===== config.mk =====
export PLATFORM = sky130hd
export DESIGN_NAME = msi_top
export DESIGN_NICKNAME = d
export VERILOG_FILES = /design/src/include/msi_pkg.sv /design/src/rtl/msi_wake_det.sv /design/src/rtl/msi_top.sv
export SDC_FILE = /design/constraint.sdc
export NUM_CORES = 1
export LEC_CHECK = 0
export BUFFER_PORTS_ARGS = -buffer_cell sky130_fd_sc_hd__buf_4
export CORE_UTILIZATION = 36
export CTS_CLUSTER_SIZE = 25
export DETAILED_ROUTE_END_ITERATION = 7
export GPL_ROUTABILITY_DRIVEN = 0
export PLACE_DENSITY = 0.63
export SYNTH_ARGS = -nofsm -noshare
export SYNTH_HDL_FRONTEND = slang
export SYNTH_SLANG_ARGS = --single-unit

===== constraint.sdc =====
create_clock -name clk_i -period 7.11 [get_ports clk_i]
set_input_delay 0 -clock clk_i [delete_from_list [all_inputs] [get_ports clk_i]]
set_output_delay 0 -clock clk_i [all_outputs]
set_load 0.01 [all_outputs]

===== src/include/msi_pkg.sv =====
// package: register map, field layout, timing and bus carriers of the motion sensor irq block
`default_nettype none
package msi_pkg;
    // register indices; the bus byte address is four times the index
    localparam logic [6:0] IDX_FRAME_FLAG = 7'h36;
    localparam logic [6:0] IDX_PIN_CFG = 7'h37;
    localparam logic [6:0] IDX_IRQ_EN = 7'h38;
    localparam logic [6:0] IDX_IRQ_FLAGS = 7'h3A;
    localparam logic [6:0] IDX_ACC_XH = 7'h3B;
    localparam logic [6:0] IDX_ACC_XL = 7'h3C;
    localparam logic [6:0] IDX_ACC_YH = 7'h3D;
    localparam logic [6:0] IDX_ACC_YL = 7'h3E;
    localparam logic [6:0] IDX_ACC_ZH = 7'h3F;
    localparam logic [6:0] IDX_ACC_ZL = 7'h40;
    localparam logic [6:0] IDX_TEMP_H = 7'h41;
    localparam logic [6:0] IDX_TEMP_L = 7'h42;
    localparam logic [6:0] IDX_WAKE_THR = 7'h1F;
    localparam logic [6:0] IDX_WAKE_CTRL = 7'h69;
    // pin configuration fields
    localparam int CFG_POL = 7;
    localparam int CFG_OD = 6;
    localparam int CFG_LATCH = 5;
    localparam int CFG_RDCLR = 4;
    localparam int CFG_FSPOL = 3;
    localparam int CFG_FSEN = 2;
    localparam int CFG_ROUTE = 0;
    // enable, flag and wake control fields
    localparam int FLAG_FRAME = 7;
    localparam int WAKE_HI = 7;
    localparam int WAKE_LO = 5;
    localparam int EN_OFLOW = 4;
    localparam int EN_DRDY = 0;
    localparam int CTRL_EN = 7;
    localparam int CTRL_MODE = 6;
    localparam logic [2:0] WAKE_ON = 3'h7;
    // writable bits of each register and values after reset
    localparam logic [7:0] PIN_CFG_WMASK = 8'hFD;
    localparam logic [7:0] IRQ_EN_WMASK = 8'hF1;
    localparam logic [7:0] CTRL_WMASK = 8'hC0;
    localparam logic [7:0] REG_RST = 8'h00;
    // one threshold count is 4 mg; at +-2g a sample count is 1/16384 g, about 64 counts
    localparam logic [2:0] WAKE_SHIFT_BASE = 3'h6;
    // pulse width of the non-latched pin
    localparam int PULSE_US = 50;
    localparam int CLK_MHZ = 250;
    localparam int PULSE_CYC = PULSE_US * CLK_MHZ;
    localparam int PCW = $clog2(PULSE_CYC + 1);
    // bus answers
    localparam logic [1:0] RESP_OKAY = 2'h0;
    localparam logic [1:0] RESP_SLVERR = 2'h2;
    typedef enum logic [1:0] {BUS_IDLE = 2'b01, BUS_RESP = 2'b10} msi_bus_e;
    typedef struct packed {
        logic [11:0] awaddr;
        logic awvalid;
        logic [31:0] wdata;
        logic [3:0] wstrb;
        logic wvalid;
        logic bready;
        logic [11:0] araddr;
        logic arvalid;
        logic rready;
    } msi_axi_req_s;
    typedef struct packed {
        logic awready;
        logic wready;
        logic [1:0] bresp;
        logic bvalid;
        logic arready;
        logic [31:0] rdata;
        logic [1:0] rresp;
        logic rvalid;
    } msi_axi_rsp_s;
    typedef struct packed {
        logic out;
        logic oe;
    } msi_pin_s;
endpackage : msi_pkg
`default_nettype wire


===== src/rtl/msi_wake_det.sv =====
// motion wake detector: compares each accel sample with a reference against a threshold
`timescale 1ns/1ps
`default_nettype none
module msi_wake_det (
    // clock and reset
    input wire logic clk_i,
    input wire logic sys_rst_i,
    // sample stream, {x, y, z}
    input wire logic smp_valid_i,
    input wire logic [47:0] smp_i,
    // configuration
    input wire logic det_en_i,
    input wire logic motion_compare_mode_i,
    input wire logic [7:0] motion_wake_threshold_i,
    input wire logic [1:0] accel_fs_i,
    // one-cycle wake pulse
    output logic wake_o
);
    typedef struct packed {
        logic have_ref;
        logic [47:0] ref_smp;
        logic wake;
    } msi_det_s;
    msi_det_s r_reg;
    msi_det_s r_next;

    // scaled distance against threshold; the shift keeps 4 mg per count at every range
    function automatic logic over_thr(input logic [15:0] a, input logic [15:0] b,
                                      input logic [1:0] fs, input logic [7:0] thr);
        logic [16:0] sa;
        logic [16:0] sb;
        logic [16:0] d;
        sa = {a[15], a};
        sb = {b[15], b};
        d = ($signed(sa) > $signed(sb)) ? (sa - sb) : (sb - sa);
        d = d >> (msi_pkg::WAKE_SHIFT_BASE - {1'b0, fs});
        return d > {9'h000, thr};
    endfunction : over_thr

    // reference is the first sample after enable, or the previous one in mode 1
    always_comb begin
        r_next = r_reg;
        r_next.wake = 1'b0;
        if (!det_en_i) begin
            r_next.have_ref = 1'b0;
        end else if (smp_valid_i) begin
            if (r_reg.have_ref) begin
                r_next.wake = over_thr(smp_i[47:32], r_reg.ref_smp[47:32], accel_fs_i,
                                       motion_wake_threshold_i)
                            | over_thr(smp_i[31:16], r_reg.ref_smp[31:16], accel_fs_i,
                                       motion_wake_threshold_i)
                            | over_thr(smp_i[15:0], r_reg.ref_smp[15:0], accel_fs_i,
                                       motion_wake_threshold_i);
            end
            if (!r_reg.have_ref || motion_compare_mode_i) begin
                r_next.ref_smp = smp_i;
            end
            r_next.have_ref = 1'b1;
        end
    end

    // state register
    always_ff @(posedge clk_i or posedge sys_rst_i) begin
        if (sys_rst_i) begin
            r_reg <= '0;
        end else begin
            r_reg <= r_next;
        end
    end

    assign wake_o = r_reg.wake;
endmodule : msi_wake_det
`default_nettype wire


===== src/rtl/msi_top.sv =====
// motion sensor irq flags, pin routing and result registers behind an AXI4-Lite slave
`timescale 1ns/1ps
`default_nettype none
// Summary of operation
// - frame-sync event sets flag, read clears it
// - polarity bit makes both pins active low
// - drive bit selects open drain or push-pull
// - latched pin holds until status cleared
// - unlatched pin gives a 50 us pulse
// - read-clear bit: any read clears status
// - frame-sync polarity bit selects active level
// - frame-sync enable: edge to active raises interrupt
// - routing bit moves non data-ready to secondary
// - wake enable field 111 enables, 000 disables
// - overflow enable bit gates overflow interrupt
// - data-ready enable bit gates data-ready interrupt
// - wake reports 111 in status, read clears
// - overflow sets status bit 4, read clears
// - data ready sets status bit 0, read clears
// - accel axes read-only, high byte first
// - temperature read-only, high then low byte
// - wake threshold 8 bits, 4 mg per count
// - wake compares to first or previous sample
module msi_top #(
    parameter int PULSE_CYCLES = msi_pkg::PULSE_CYC
) (
    // clock and reset
    input wire logic clk_i,
    input wire logic sys_rst_i,
    // register bus
    input wire msi_pkg::msi_axi_req_s axi_req_i,
    output var msi_pkg::msi_axi_rsp_s axi_rsp_o,
    // sensor events and results, same clock
    input wire logic drdy_evt_i,
    input wire logic overflow_evt_i,
    input wire logic [15:0] accel_x_i,
    input wire logic [15:0] accel_y_i,
    input wire logic [15:0] accel_z_i,
    input wire logic [15:0] temp_i,
    input wire logic [1:0] accel_fs_i,
    // frame-sync pin, asynchronous
    input wire logic frame_sync_input_i,
    // interrupt pins
    output var msi_pkg::msi_pin_s primary_irq_pin_o,
    output var msi_pkg::msi_pin_s secondary_irq_pin_o
);
    typedef struct packed {
        msi_pkg::msi_axi_rsp_s axi;
        msi_pkg::msi_bus_e wr_st;
        msi_pkg::msi_bus_e rd_st;
        logic aw_got;
        logic w_got;
        logic aw_bad;
        logic [6:0] aw_idx;
        logic [7:0] wdata;
        logic wen;
        logic [7:0] pin_cfg;
        logic [7:0] irq_en;
        logic [7:0] wake_thr;
        logic [7:0] wake_ctrl;
        logic fs_flag;
        logic [2:0] wake_flags;
        logic ovf_flag;
        logic drdy_flag;
        logic fs_m;
        logic fs_s;
        logic fs_act_d;
        logic [msi_pkg::PCW-1:0] cnt0;
        logic [msi_pkg::PCW-1:0] cnt1;
        msi_pkg::msi_pin_s pin0;
        msi_pkg::msi_pin_s pin1;
    } msi_top_s;
    msi_top_s r_reg;
    msi_top_s n;

    logic aw_take;
    logic w_take;
    logic ar_take;
    logic wake_pulse;
    logic fs_act;
    logic fs_evt;
    logic wake_set;
    logic ovf_set;
    logic drdy_set;
    logic oth_set;
    logic ev0;
    logic ev1;
    logic rd_clr_fs;
    logic rd_clr_st;
    logic pend_d;
    logic pend_o;
    logic act0;
    logic act1;
    logic [6:0] ar_idx;

    // index decode shared by reads and writes
    function automatic logic is_mapped(input logic [6:0] idx);
        return (idx >= msi_pkg::IDX_FRAME_FLAG && idx <= msi_pkg::IDX_TEMP_L
                && idx != 7'h39) || idx == msi_pkg::IDX_WAKE_THR
                || idx == msi_pkg::IDX_WAKE_CTRL;
    endfunction : is_mapped

    // pin level from the active state and the pin configuration
    function automatic msi_pkg::msi_pin_s drive(input logic act, input logic [7:0] cfg);
        msi_pkg::msi_pin_s p;
        p.out = act ^ cfg[msi_pkg::CFG_POL];
        p.oe = !cfg[msi_pkg::CFG_OD] || !p.out;
        return p;
    endfunction : drive

    // read data of one register; results are passed through live, not snapshot
    function automatic logic [7:0] rd_byte(input logic [6:0] idx, input msi_top_s s);
        case (idx)
            msi_pkg::IDX_FRAME_FLAG: rd_byte = {s.fs_flag, 7'h00};
            msi_pkg::IDX_PIN_CFG: rd_byte = s.pin_cfg;
            msi_pkg::IDX_IRQ_EN: rd_byte = s.irq_en;
            msi_pkg::IDX_IRQ_FLAGS: rd_byte = {s.wake_flags, s.ovf_flag, 3'h0, s.drdy_flag};
            msi_pkg::IDX_ACC_XH: rd_byte = accel_x_i[15:8];
            msi_pkg::IDX_ACC_XL: rd_byte = accel_x_i[7:0];
            msi_pkg::IDX_ACC_YH: rd_byte = accel_y_i[15:8];
            msi_pkg::IDX_ACC_YL: rd_byte = accel_y_i[7:0];
            msi_pkg::IDX_ACC_ZH: rd_byte = accel_z_i[15:8];
            msi_pkg::IDX_ACC_ZL: rd_byte = accel_z_i[7:0];
            msi_pkg::IDX_TEMP_H: rd_byte = temp_i[15:8];
            msi_pkg::IDX_TEMP_L: rd_byte = temp_i[7:0];
            msi_pkg::IDX_WAKE_THR: rd_byte = s.wake_thr;
            msi_pkg::IDX_WAKE_CTRL: rd_byte = s.wake_ctrl;
            default: rd_byte = 8'h00;
        endcase
    endfunction : rd_byte

    // bus handshakes seen this cycle
    assign aw_take = axi_req_i.awvalid && r_reg.axi.awready;
    assign w_take = axi_req_i.wvalid && r_reg.axi.wready;
    assign ar_take = axi_req_i.arvalid && r_reg.axi.arready;
    assign ar_idx = axi_req_i.araddr[8:2];

    // motion wake comparison runs on every data-ready sample
    msi_wake_det u_wake (
        .clk_i(clk_i),
        .sys_rst_i(sys_rst_i),
        .smp_valid_i(drdy_evt_i),
        .smp_i({accel_x_i, accel_y_i, accel_z_i}),
        .det_en_i(r_reg.wake_ctrl[msi_pkg::CTRL_EN]),
        .motion_compare_mode_i(r_reg.wake_ctrl[msi_pkg::CTRL_MODE]),
        .motion_wake_threshold_i(r_reg.wake_thr),
        .accel_fs_i(accel_fs_i),
        .wake_o(wake_pulse)
    );

    // next state of the whole block
    always_comb begin
        n = r_reg;
        rd_clr_fs = 1'b0;
        rd_clr_st = 1'b0;
        // address and data may arrive in either order
        if (aw_take) begin
            n.aw_got = 1'b1;
            n.aw_idx = axi_req_i.awaddr[8:2];
            n.aw_bad = |axi_req_i.awaddr[11:9];
        end
        if (w_take) begin
            n.w_got = 1'b1;
            n.wdata = axi_req_i.wdata[7:0];
            n.wen = axi_req_i.wstrb[0];
        end
        case (r_reg.wr_st)
            msi_pkg::BUS_IDLE: begin
                if (r_reg.aw_got && r_reg.w_got) begin
                    n.aw_got = 1'b0;
                    n.w_got = 1'b0;
                    n.wr_st = msi_pkg::BUS_RESP;
                    n.axi.bvalid = 1'b1;
                    n.axi.bresp = msi_pkg::RESP_OKAY;
                    if (r_reg.aw_bad || !is_mapped(r_reg.aw_idx)) begin
                        n.axi.bresp = msi_pkg::RESP_SLVERR;
                    end else if (r_reg.wen) begin
                        // flag and result registers take no write
                        case (r_reg.aw_idx)
                            msi_pkg::IDX_PIN_CFG: n.pin_cfg = r_reg.wdata & msi_pkg::PIN_CFG_WMASK;
                            msi_pkg::IDX_IRQ_EN: n.irq_en = r_reg.wdata & msi_pkg::IRQ_EN_WMASK;
                            msi_pkg::IDX_WAKE_THR: n.wake_thr = r_reg.wdata;
                            msi_pkg::IDX_WAKE_CTRL: n.wake_ctrl = r_reg.wdata & msi_pkg::CTRL_WMASK;
                            default: n.wdata = r_reg.wdata;
                        endcase
                    end
                end
            end
            msi_pkg::BUS_RESP: begin
                if (axi_req_i.bready) begin
                    n.axi.bvalid = 1'b0;
                    n.wr_st = msi_pkg::BUS_IDLE;
                end
            end
            default: n.wr_st = msi_pkg::BUS_IDLE;
        endcase
        n.axi.awready = (n.wr_st == msi_pkg::BUS_IDLE) && !n.aw_got;
        n.axi.wready = (n.wr_st == msi_pkg::BUS_IDLE) && !n.w_got;
        // read answers one cycle after the address is taken
        case (r_reg.rd_st)
            msi_pkg::BUS_IDLE: begin
                if (ar_take) begin
                    n.rd_st = msi_pkg::BUS_RESP;
                    n.axi.rvalid = 1'b1;
                    n.axi.rdata = {24'h000000, rd_byte(ar_idx, r_reg)};
                    n.axi.rresp = (!(|axi_req_i.araddr[11:9]) && is_mapped(ar_idx))
                                ? msi_pkg::RESP_OKAY : msi_pkg::RESP_SLVERR;
                    rd_clr_fs = ar_idx == msi_pkg::IDX_FRAME_FLAG
                             || r_reg.pin_cfg[msi_pkg::CFG_RDCLR];
                    rd_clr_st = ar_idx == msi_pkg::IDX_IRQ_FLAGS
                             || r_reg.pin_cfg[msi_pkg::CFG_RDCLR];
                end
            end
            msi_pkg::BUS_RESP: begin
                if (axi_req_i.rready) begin
                    n.axi.rvalid = 1'b0;
                    n.rd_st = msi_pkg::BUS_IDLE;
                end
            end
            default: n.rd_st = msi_pkg::BUS_IDLE;
        endcase
        n.axi.arready = n.rd_st == msi_pkg::BUS_IDLE;
        // frame-sync pin: two flops, then edge to the selected active level
        n.fs_m = frame_sync_input_i;
        n.fs_s = r_reg.fs_m;
        fs_act = r_reg.fs_s ^ r_reg.pin_cfg[msi_pkg::CFG_FSPOL];
        n.fs_act_d = fs_act;
        fs_evt = fs_act && !r_reg.fs_act_d && r_reg.pin_cfg[msi_pkg::CFG_FSEN];
        // only enabled events reach a flag
        wake_set = wake_pulse
                && r_reg.irq_en[msi_pkg::WAKE_HI:msi_pkg::WAKE_LO] == msi_pkg::WAKE_ON;
        ovf_set = overflow_evt_i && r_reg.irq_en[msi_pkg::EN_OFLOW];
        drdy_set = drdy_evt_i && r_reg.irq_en[msi_pkg::EN_DRDY];
        // clears first so that an event in the clearing cycle wins
        if (rd_clr_fs) begin
            n.fs_flag = 1'b0;
        end
        if (rd_clr_st) begin
            n.wake_flags = 3'h0;
            n.ovf_flag = 1'b0;
            n.drdy_flag = 1'b0;
        end
        if (fs_evt) begin
            n.fs_flag = 1'b1;
        end
        if (wake_set) begin
            n.wake_flags = msi_pkg::WAKE_ON;
        end
        if (ovf_set) begin
            n.ovf_flag = 1'b1;
        end
        if (drdy_set) begin
            n.drdy_flag = 1'b1;
        end
        // data ready stays on the primary pin, others follow the routing bit
        oth_set = wake_set || ovf_set || fs_evt;
        ev0 = drdy_set || (oth_set && !r_reg.pin_cfg[msi_pkg::CFG_ROUTE]);
        ev1 = oth_set && r_reg.pin_cfg[msi_pkg::CFG_ROUTE];
        // pulse timers restart on every new event
        n.cnt0 = ev0 ? msi_pkg::PCW'(PULSE_CYCLES)
               : (r_reg.cnt0 != '0) ? r_reg.cnt0 - 1'b1 : r_reg.cnt0;
        n.cnt1 = ev1 ? msi_pkg::PCW'(PULSE_CYCLES)
               : (r_reg.cnt1 != '0) ? r_reg.cnt1 - 1'b1 : r_reg.cnt1;
        // latched level follows pending flags whose enable is still set
        pend_d = n.drdy_flag && n.irq_en[msi_pkg::EN_DRDY];
        pend_o = (n.wake_flags == msi_pkg::WAKE_ON
                  && n.irq_en[msi_pkg::WAKE_HI:msi_pkg::WAKE_LO] == msi_pkg::WAKE_ON)
              || (n.ovf_flag && n.irq_en[msi_pkg::EN_OFLOW])
              || (n.fs_flag && n.pin_cfg[msi_pkg::CFG_FSEN]);
        if (n.pin_cfg[msi_pkg::CFG_LATCH]) begin
            act0 = pend_d || (pend_o && !n.pin_cfg[msi_pkg::CFG_ROUTE]);
            act1 = pend_o && n.pin_cfg[msi_pkg::CFG_ROUTE];
        end else begin
            act0 = n.cnt0 != '0;
            // a pulse left running when routing is switched off must not reach the pin
            act1 = n.cnt1 != '0 && n.pin_cfg[msi_pkg::CFG_ROUTE];
        end
        n.pin0 = drive(act0, n.pin_cfg);
        n.pin1 = drive(act1, n.pin_cfg);
    end

    // state register; pins drive their inactive push-pull level in reset
    always_ff @(posedge clk_i or posedge sys_rst_i) begin
        if (sys_rst_i) begin
            r_reg <= '0;
            r_reg.wr_st <= msi_pkg::BUS_IDLE;
            r_reg.rd_st <= msi_pkg::BUS_IDLE;
            r_reg.pin_cfg <= msi_pkg::REG_RST;
            r_reg.irq_en <= msi_pkg::REG_RST;
            r_reg.pin0.oe <= 1'b1;
            r_reg.pin1.oe <= 1'b1;
        end else begin
            r_reg <= n;
        end
    end

    assign axi_rsp_o = r_reg.axi;
    assign primary_irq_pin_o = r_reg.pin0;
    assign secondary_irq_pin_o = r_reg.pin1;
endmodule : msi_top
`default_nettype wire


# Word-level counts from Yosys, hierarchy flattened

Index checks and enable logic that the tools add are counted.

Flip-flop bits (word level): 153
Input bits: 136
Output and inout port bits: 45
Word-level logic and storage cells: 226

Add/sub/neg operators: 9
Magnitude comparators: 10
Equal/unequal tests: 35
Shifts and indexed selects: 3
Multiplexer cells: 57
Bitwise operators: 6
Reduce and logical (&&, ||, !) cells: 69

Operators with widths:

| operator                                                          | number |
|---|---|
| two-way mux 32 bit                                                | 4 |
| case mux 8 bit (14 select lines)                                  | 1 |
| subtractor 16 x 16 -> 17 bit                                      | 6 |
| equality test 7 x 6 -> 1 bit, second input constant               | 11 |
| two-way mux 8 bit                                                 | 9 |
| two-way mux 14 bit                                                | 4 |
| nonzero test 14 bit                                               | 4 |
| greater-than comparator 17 x 8 -> 1 bit                           | 3 |
| two-way mux 17 bit                                                | 3 |
| >> shifter 17 x 3 -> 17 bit                                       | 3 |
| two-way mux 50 bit                                                | 1 |
| greater-than comparator 16 bit                                    | 3 |
| two-way mux 48 bit                                                | 1 |
| equality test 7 bit, second input constant                        | 5 |
| subtractor 14 x 1 -> 14 bit, second input constant                | 2 |
| logical AND 1 bit                                                 | 25 |
| two-way mux 1 bit                                                 | 19 |
| logical OR 1 bit                                                  | 16 |
| two-way mux 2 bit                                                 | 8 |
| AND reduction 5 bit                                               | 3 |
| equality test 7 x 5 -> 1 bit, second input constant               | 2 |
| greater-or-equal comparator 7 x 6 -> 1 bit, second input constant | 2 |
| less-or-equal comparator 7 bit, second input constant             | 2 |
| != test 7 x 6 -> 1 bit, second input constant                     | 2 |
| other kinds (20)                                                  | 50 |

# Longest topological paths before layout

Word-level depth: 20
Mapped depth: 28
Depth with buffers taken out: 27

# By module

A second synthesis with hierarchy kept.

Cells, all modules: 1874
Area, all modules: 15263.4 µm²

By module, submodules not included:

| module       | instances | cells an instance | area an instance (µm²) | seq. area each (µm²) |
|---|---|---|---|---|
| msi_wake_det | 1         | 1263              | 9377.7                 | 1251.2 |
| msi_top      | 1         | 611               | 5885.6                 | 2532.4 |

# Least setup slack after synthesis

No wires, ideal clock.

Path kind: reg-to-reg
Start point: register u_wake.r_reg[43] (netlist name)
End point: register u_wake.r_reg (netlist bit u_wake.wake_o)
Setup time: 134 ps
Arrival: 4824 ps
Required time: 6976 ps
Setup slack: 2152 ps
Stages on the path, launching flop included: 25
Buffers on the path: 2
Clock period less this slack: 4958 ps
Path through: dfrtp_1 ha_1 buf_2 a21o_1 a221oi_2 nand3_1 o31ai_2 buf_2 mux2i_1 xor2_1 mux2i_1 mux2_2 nand2_1 o21ai_0 ha_1 or2_2 a21oi_1 a21oi_1 nand3_1 a21oi_1 a2111oi_0 o2111ai_1 nor4_1 and4_1 a31oi_1

RTL lines:

| what                     | line               | RTL |
|---|---|---|
| start: declaration       | msi_wake_det.sv:24 | `msi_det_s r_reg;` |
| start signal: assignment | msi_wake_det.sv:67 | `r_reg <= r_next;` |

==> metrics.md <==
| Metric | Value |
|---|---|
| Worst Hold Launch | `temp_i[0]` |
| Critical path startpoint category | `register` |
| Antenna Nets Post-Route | `0` |
| Post-synth top area cell | `dfrtp_1` |
| Ranking of synthesized cells by area | `dfrtp_1 26%, ha_1 11%, mux2i_1 5.0%` |
| # IOs | `181` |
| Unrepaired setup endpoints after global routing | `false` |
| HP Class | `input pin to register` |
| Post-CTS setup buffer count | `0` |
| Cells after Synth | `between 1,500 and 2,000` |
| Final cell count without fillers | `2,389` |
| WP buf/inv | `0` |
| First-pass GRT wire length | `69.23 mm` |
| Run status | `completed` |
| Finished Core Util | `a little over two fifths` |
| Critical R2R Launch | `u_wake.r_reg[5]` |
| Critical-path cell list | `ha_1 -> and2_1 -> a221o_1 -> o211ai_1 -> a21o_1 -> mux2i_1 -> a21oi_1 -> xnor2_1 -> nor2_1 -> a21oi_1 -> mux2i_1 -> mux2i_1 -> ha_1 -> nor2b_1 -> o21a_1 -> o21ai_0 -> a21oi_1 -> nand4b_1 -> o211ai_1 -> a2111oi_0 -> o2111ai_1 -> nor4_1 -> and4_1 -> a31oi_1` |
| Netlist Area Pre-Place | `14,310 um2` |
| MaxCap Viol Count | `0` |
| Count of unique library cells instantiated by Yosys | `85` |
| Crit path capture type | `register` |
| H-tree Lvls | `4` |
| Hold EP | `axi_rsp_o[3]` |
| Global route overflow | `0` |
| Slowest cell delay on critical path | `~0.66 ns` |
| Final Hold Vio Count | `0` |
| Worst hold slack | `0.03406 ns` |
| Met1 Usage GRT | `roughly 29%` |
| Worst r2r dst | `u_wake.wake_o` |
| Most frequent cell after synthesis | `nand2_1` |
| Slew headroom | `between 30% and 40%` |
| WP data arrival | `around 6.3 ns` |
| Pwr Total | `3.797 mW` |
| CTS clk-pin slew, worst paths | `0.07 ns` |
| All-layer global routing usage | `21.41%` |
| Leak | `7.596 nW` |
| Vias in the first global route | `12,880` |
| Nets | `about 2,100` |
| Starting Density | `36.78%` |
| Crit Path Class | `register to register` |
| Core ar. | `around 39,000 um2` |
| Final min period | `roughly 6 ns` |
| Die width | `~200 um` |
| M3 GR Usage | `about 4%` |
| Seq cells post-synth | `about 150` |
| FFs w/ async S/R, synth | `100.0%` |
| DRT Wirelength | `about 43 mm` |
| DRC | `0` |
| Root Driver | `clkbuf_16` |
| Pre-CTS setup slack | `between 1 and 1.5 ns` |
| CTS Buf Count | `17` |
| Number of antenna violations at the first check in global routing | `0` |
| Pwr/cell area | `between 200 and 250 nW/um2` |
| Clock tree buffer depth | `2` |
| DRT iter0 DRCs | `between 1,000 and 1,500` |
| DP Area | `roughly 15,000 um2` |
| Clk sinks | `between 150 and 200` |
| Critical Path Fanout Max | `16` |
| Largest register FFs | `81` |
| Max-slew violations | `0` |
| Die area | `around 41,000 um2` |
| PortBufs | `123` |
| Post-synth EDFFs | `0` |
| Hold depth | `4` |
| Synth top area share | `between 20 and 30%` |
| Slowest cell on the critical path | `a21o_1` |
| Finished Cell Area | `16,790 um2` |
| Worst reg2reg setup slack | `~1.1 ns` |
| Syn-to-layout area delta | `17.32%` |
| Maximum achievable frequency | `approximately 0.17 GHz` |
| Mapped Avg Cell Area | `approximately 8.3 um2` |
| Instance count on the critical path | `24` |
| Clock Latency Late Sink | `approximately 0.45 ns` |
| Largest net degree at the start of global routing | `between 90 and 100` |
| Placed Instances | `2,272` |
| GRT met2 Usage | `33.99%` |
| Post-synth top cells | `160 x nand2_1, 147 x dfrtp_1, 146 x inv_1, 130 x ha_1, 129 x o21ai_0` |
| Vias per cell | `about 5.6` |
| Drt wl/cell | `approximately 18 um` |
| Layout cells sized above 1 | `between 10% and 20%` |
| Worst slew pin tran | `0.9403 ns` |
| Final WS setup | `1.129 ns` |
| Seq/Total Area, Yosys | `26.44%` |
| Height of the die | `just over 200 um` |
| Vias | `between 10,000 and 15,000` |
| Period utilization | `a little over four fifths` |
| Ys Warns | `0` |
| Pre-antenna DRT Iters | `6` |
| Clock skew | `0.01151 ns` |
| Crit path max-delay family | `compound AO/OA/AOI/OAI gates` |
| R2r worst-path depth | `24` |
| Num rows | `just over 70` |
| Setup TNS Final | `0 ns` |
| Filler Cell Count | `approximately 3,800` |
| Critical Path RT | `between 7 and 8 ns` |
| Dominant synthesized flop cell | `dfrtp_1` |
| ANT cells | `0` |
| Peak VDD IR | `0.0002026 V` |
| HPWL after DPL | `between 30 and 40 mm` |
| Setup-failing EPs final | `0` |
| CTS tree | `done` |
| Layer with the highest usage | `met2` |
==> cells by family after synthesis <==
family / after synthesis / synth area share [%]
xor gates and xnor gates: 60 / 3.672
and+or+nand+nor: 475 / 16.34
other: 1 / 0.02620
muxes: 125 / 9.607
DFF: 151 / 26.44
buffers and inverters: 268 / 8.672
AOI/OAI and AO/OA: 503 / 23.04
adders and majority gates: 136 / 12.20
==> layer usage <==
| layer | up-vias | part of all wire (%) |
|---|---|---|
| met4 | 0 | 3.4 |
| li1 | 6382 | - |
| met5 | - | 0 |
| met3 | 82 | 6.2 |
| met1 | 6342 | 45 |
| met2 | 463 | 45 |
==> worst max path at each step <==
stage / start / to
floorplan: u_wake.r_reg[43] / u_wake.wake_o
global placement: u_wake.r_reg[23] / u_wake.wake_o
detailed placement: u_wake.r_reg[29] / u_wake.wake_o
CTS: u_wake.r_reg[29] / u_wake.wake_o
global route: u_wake.r_reg[11] / u_wake.wake_o
finish: u_wake.r_reg[5] / u_wake.wake_o
==> worst register-to-register path: stages (launching register included) <==
cell,delay (ns)
dfrtp_1,0.39
ha_1,0.41
and2_1,0.23
a221o_1,0.34
o211ai_1,0.31
a21o_1,0.66
mux2i_1,0.41
a21oi_1,0.14
xnor2_1,0.21
nor2_1,0.06
a21oi_1,0.23
mux2i_1,0.14
mux2i_1,0.17
ha_1,0.27
nor2b_1,0.14
o21a_1,0.15
o21ai_0,0.15
a21oi_1,0.10
nand4b_1,0.10
o211ai_1,0.12
a2111oi_0,0.33
o2111ai_1,0.18
nor4_1,0.27
and4_1,0.24
a31oi_1,0.10
==> area by class of cell <==
class	instances	area [um2]	area share [%]
multi-input cells	1325	9393	55.94
clock buffers	18	429.2	2.556
flip-flops and latches	151	3784	22.53
clock inverters	14	142.6	0.8495
well taps	518	648.1	3.860
repair buffers	217	1842	10.97
inverters	146	553.0	3.294
==> timing repair <==
action                    in CTS  in global routing
resized for setup              0                  0
hold endpoints to repair     173                  0
hold buffers                  85                  0
==> cell usage in the layout (no fill, tap or decap), types with 28 or more instances in the layout <==
master         synthesis  layout
a21oi_1              128     127
dlygate4sd3_1          0      85
o21ai_0              129     129
nor2_1               100     100
inv_1                146     145
mux2_2                49      49
nand2_1              160     160
buf_4                 48     132
ha_1                 130     130
xnor2_1               35      35
mux2i_1               71      71
a21o_1                28      28
nand3_1               36      36
dfrtp_1              147     147
==> where the power goes <==
part	total [mW]	internal [mW]	switching, mW
combinational	1.69	0.751	0.939
sequential	1.20	1.03	0.179
clock	0.903	0.491	0.412
No activity file was read; power rests on OpenSTA's default activity.
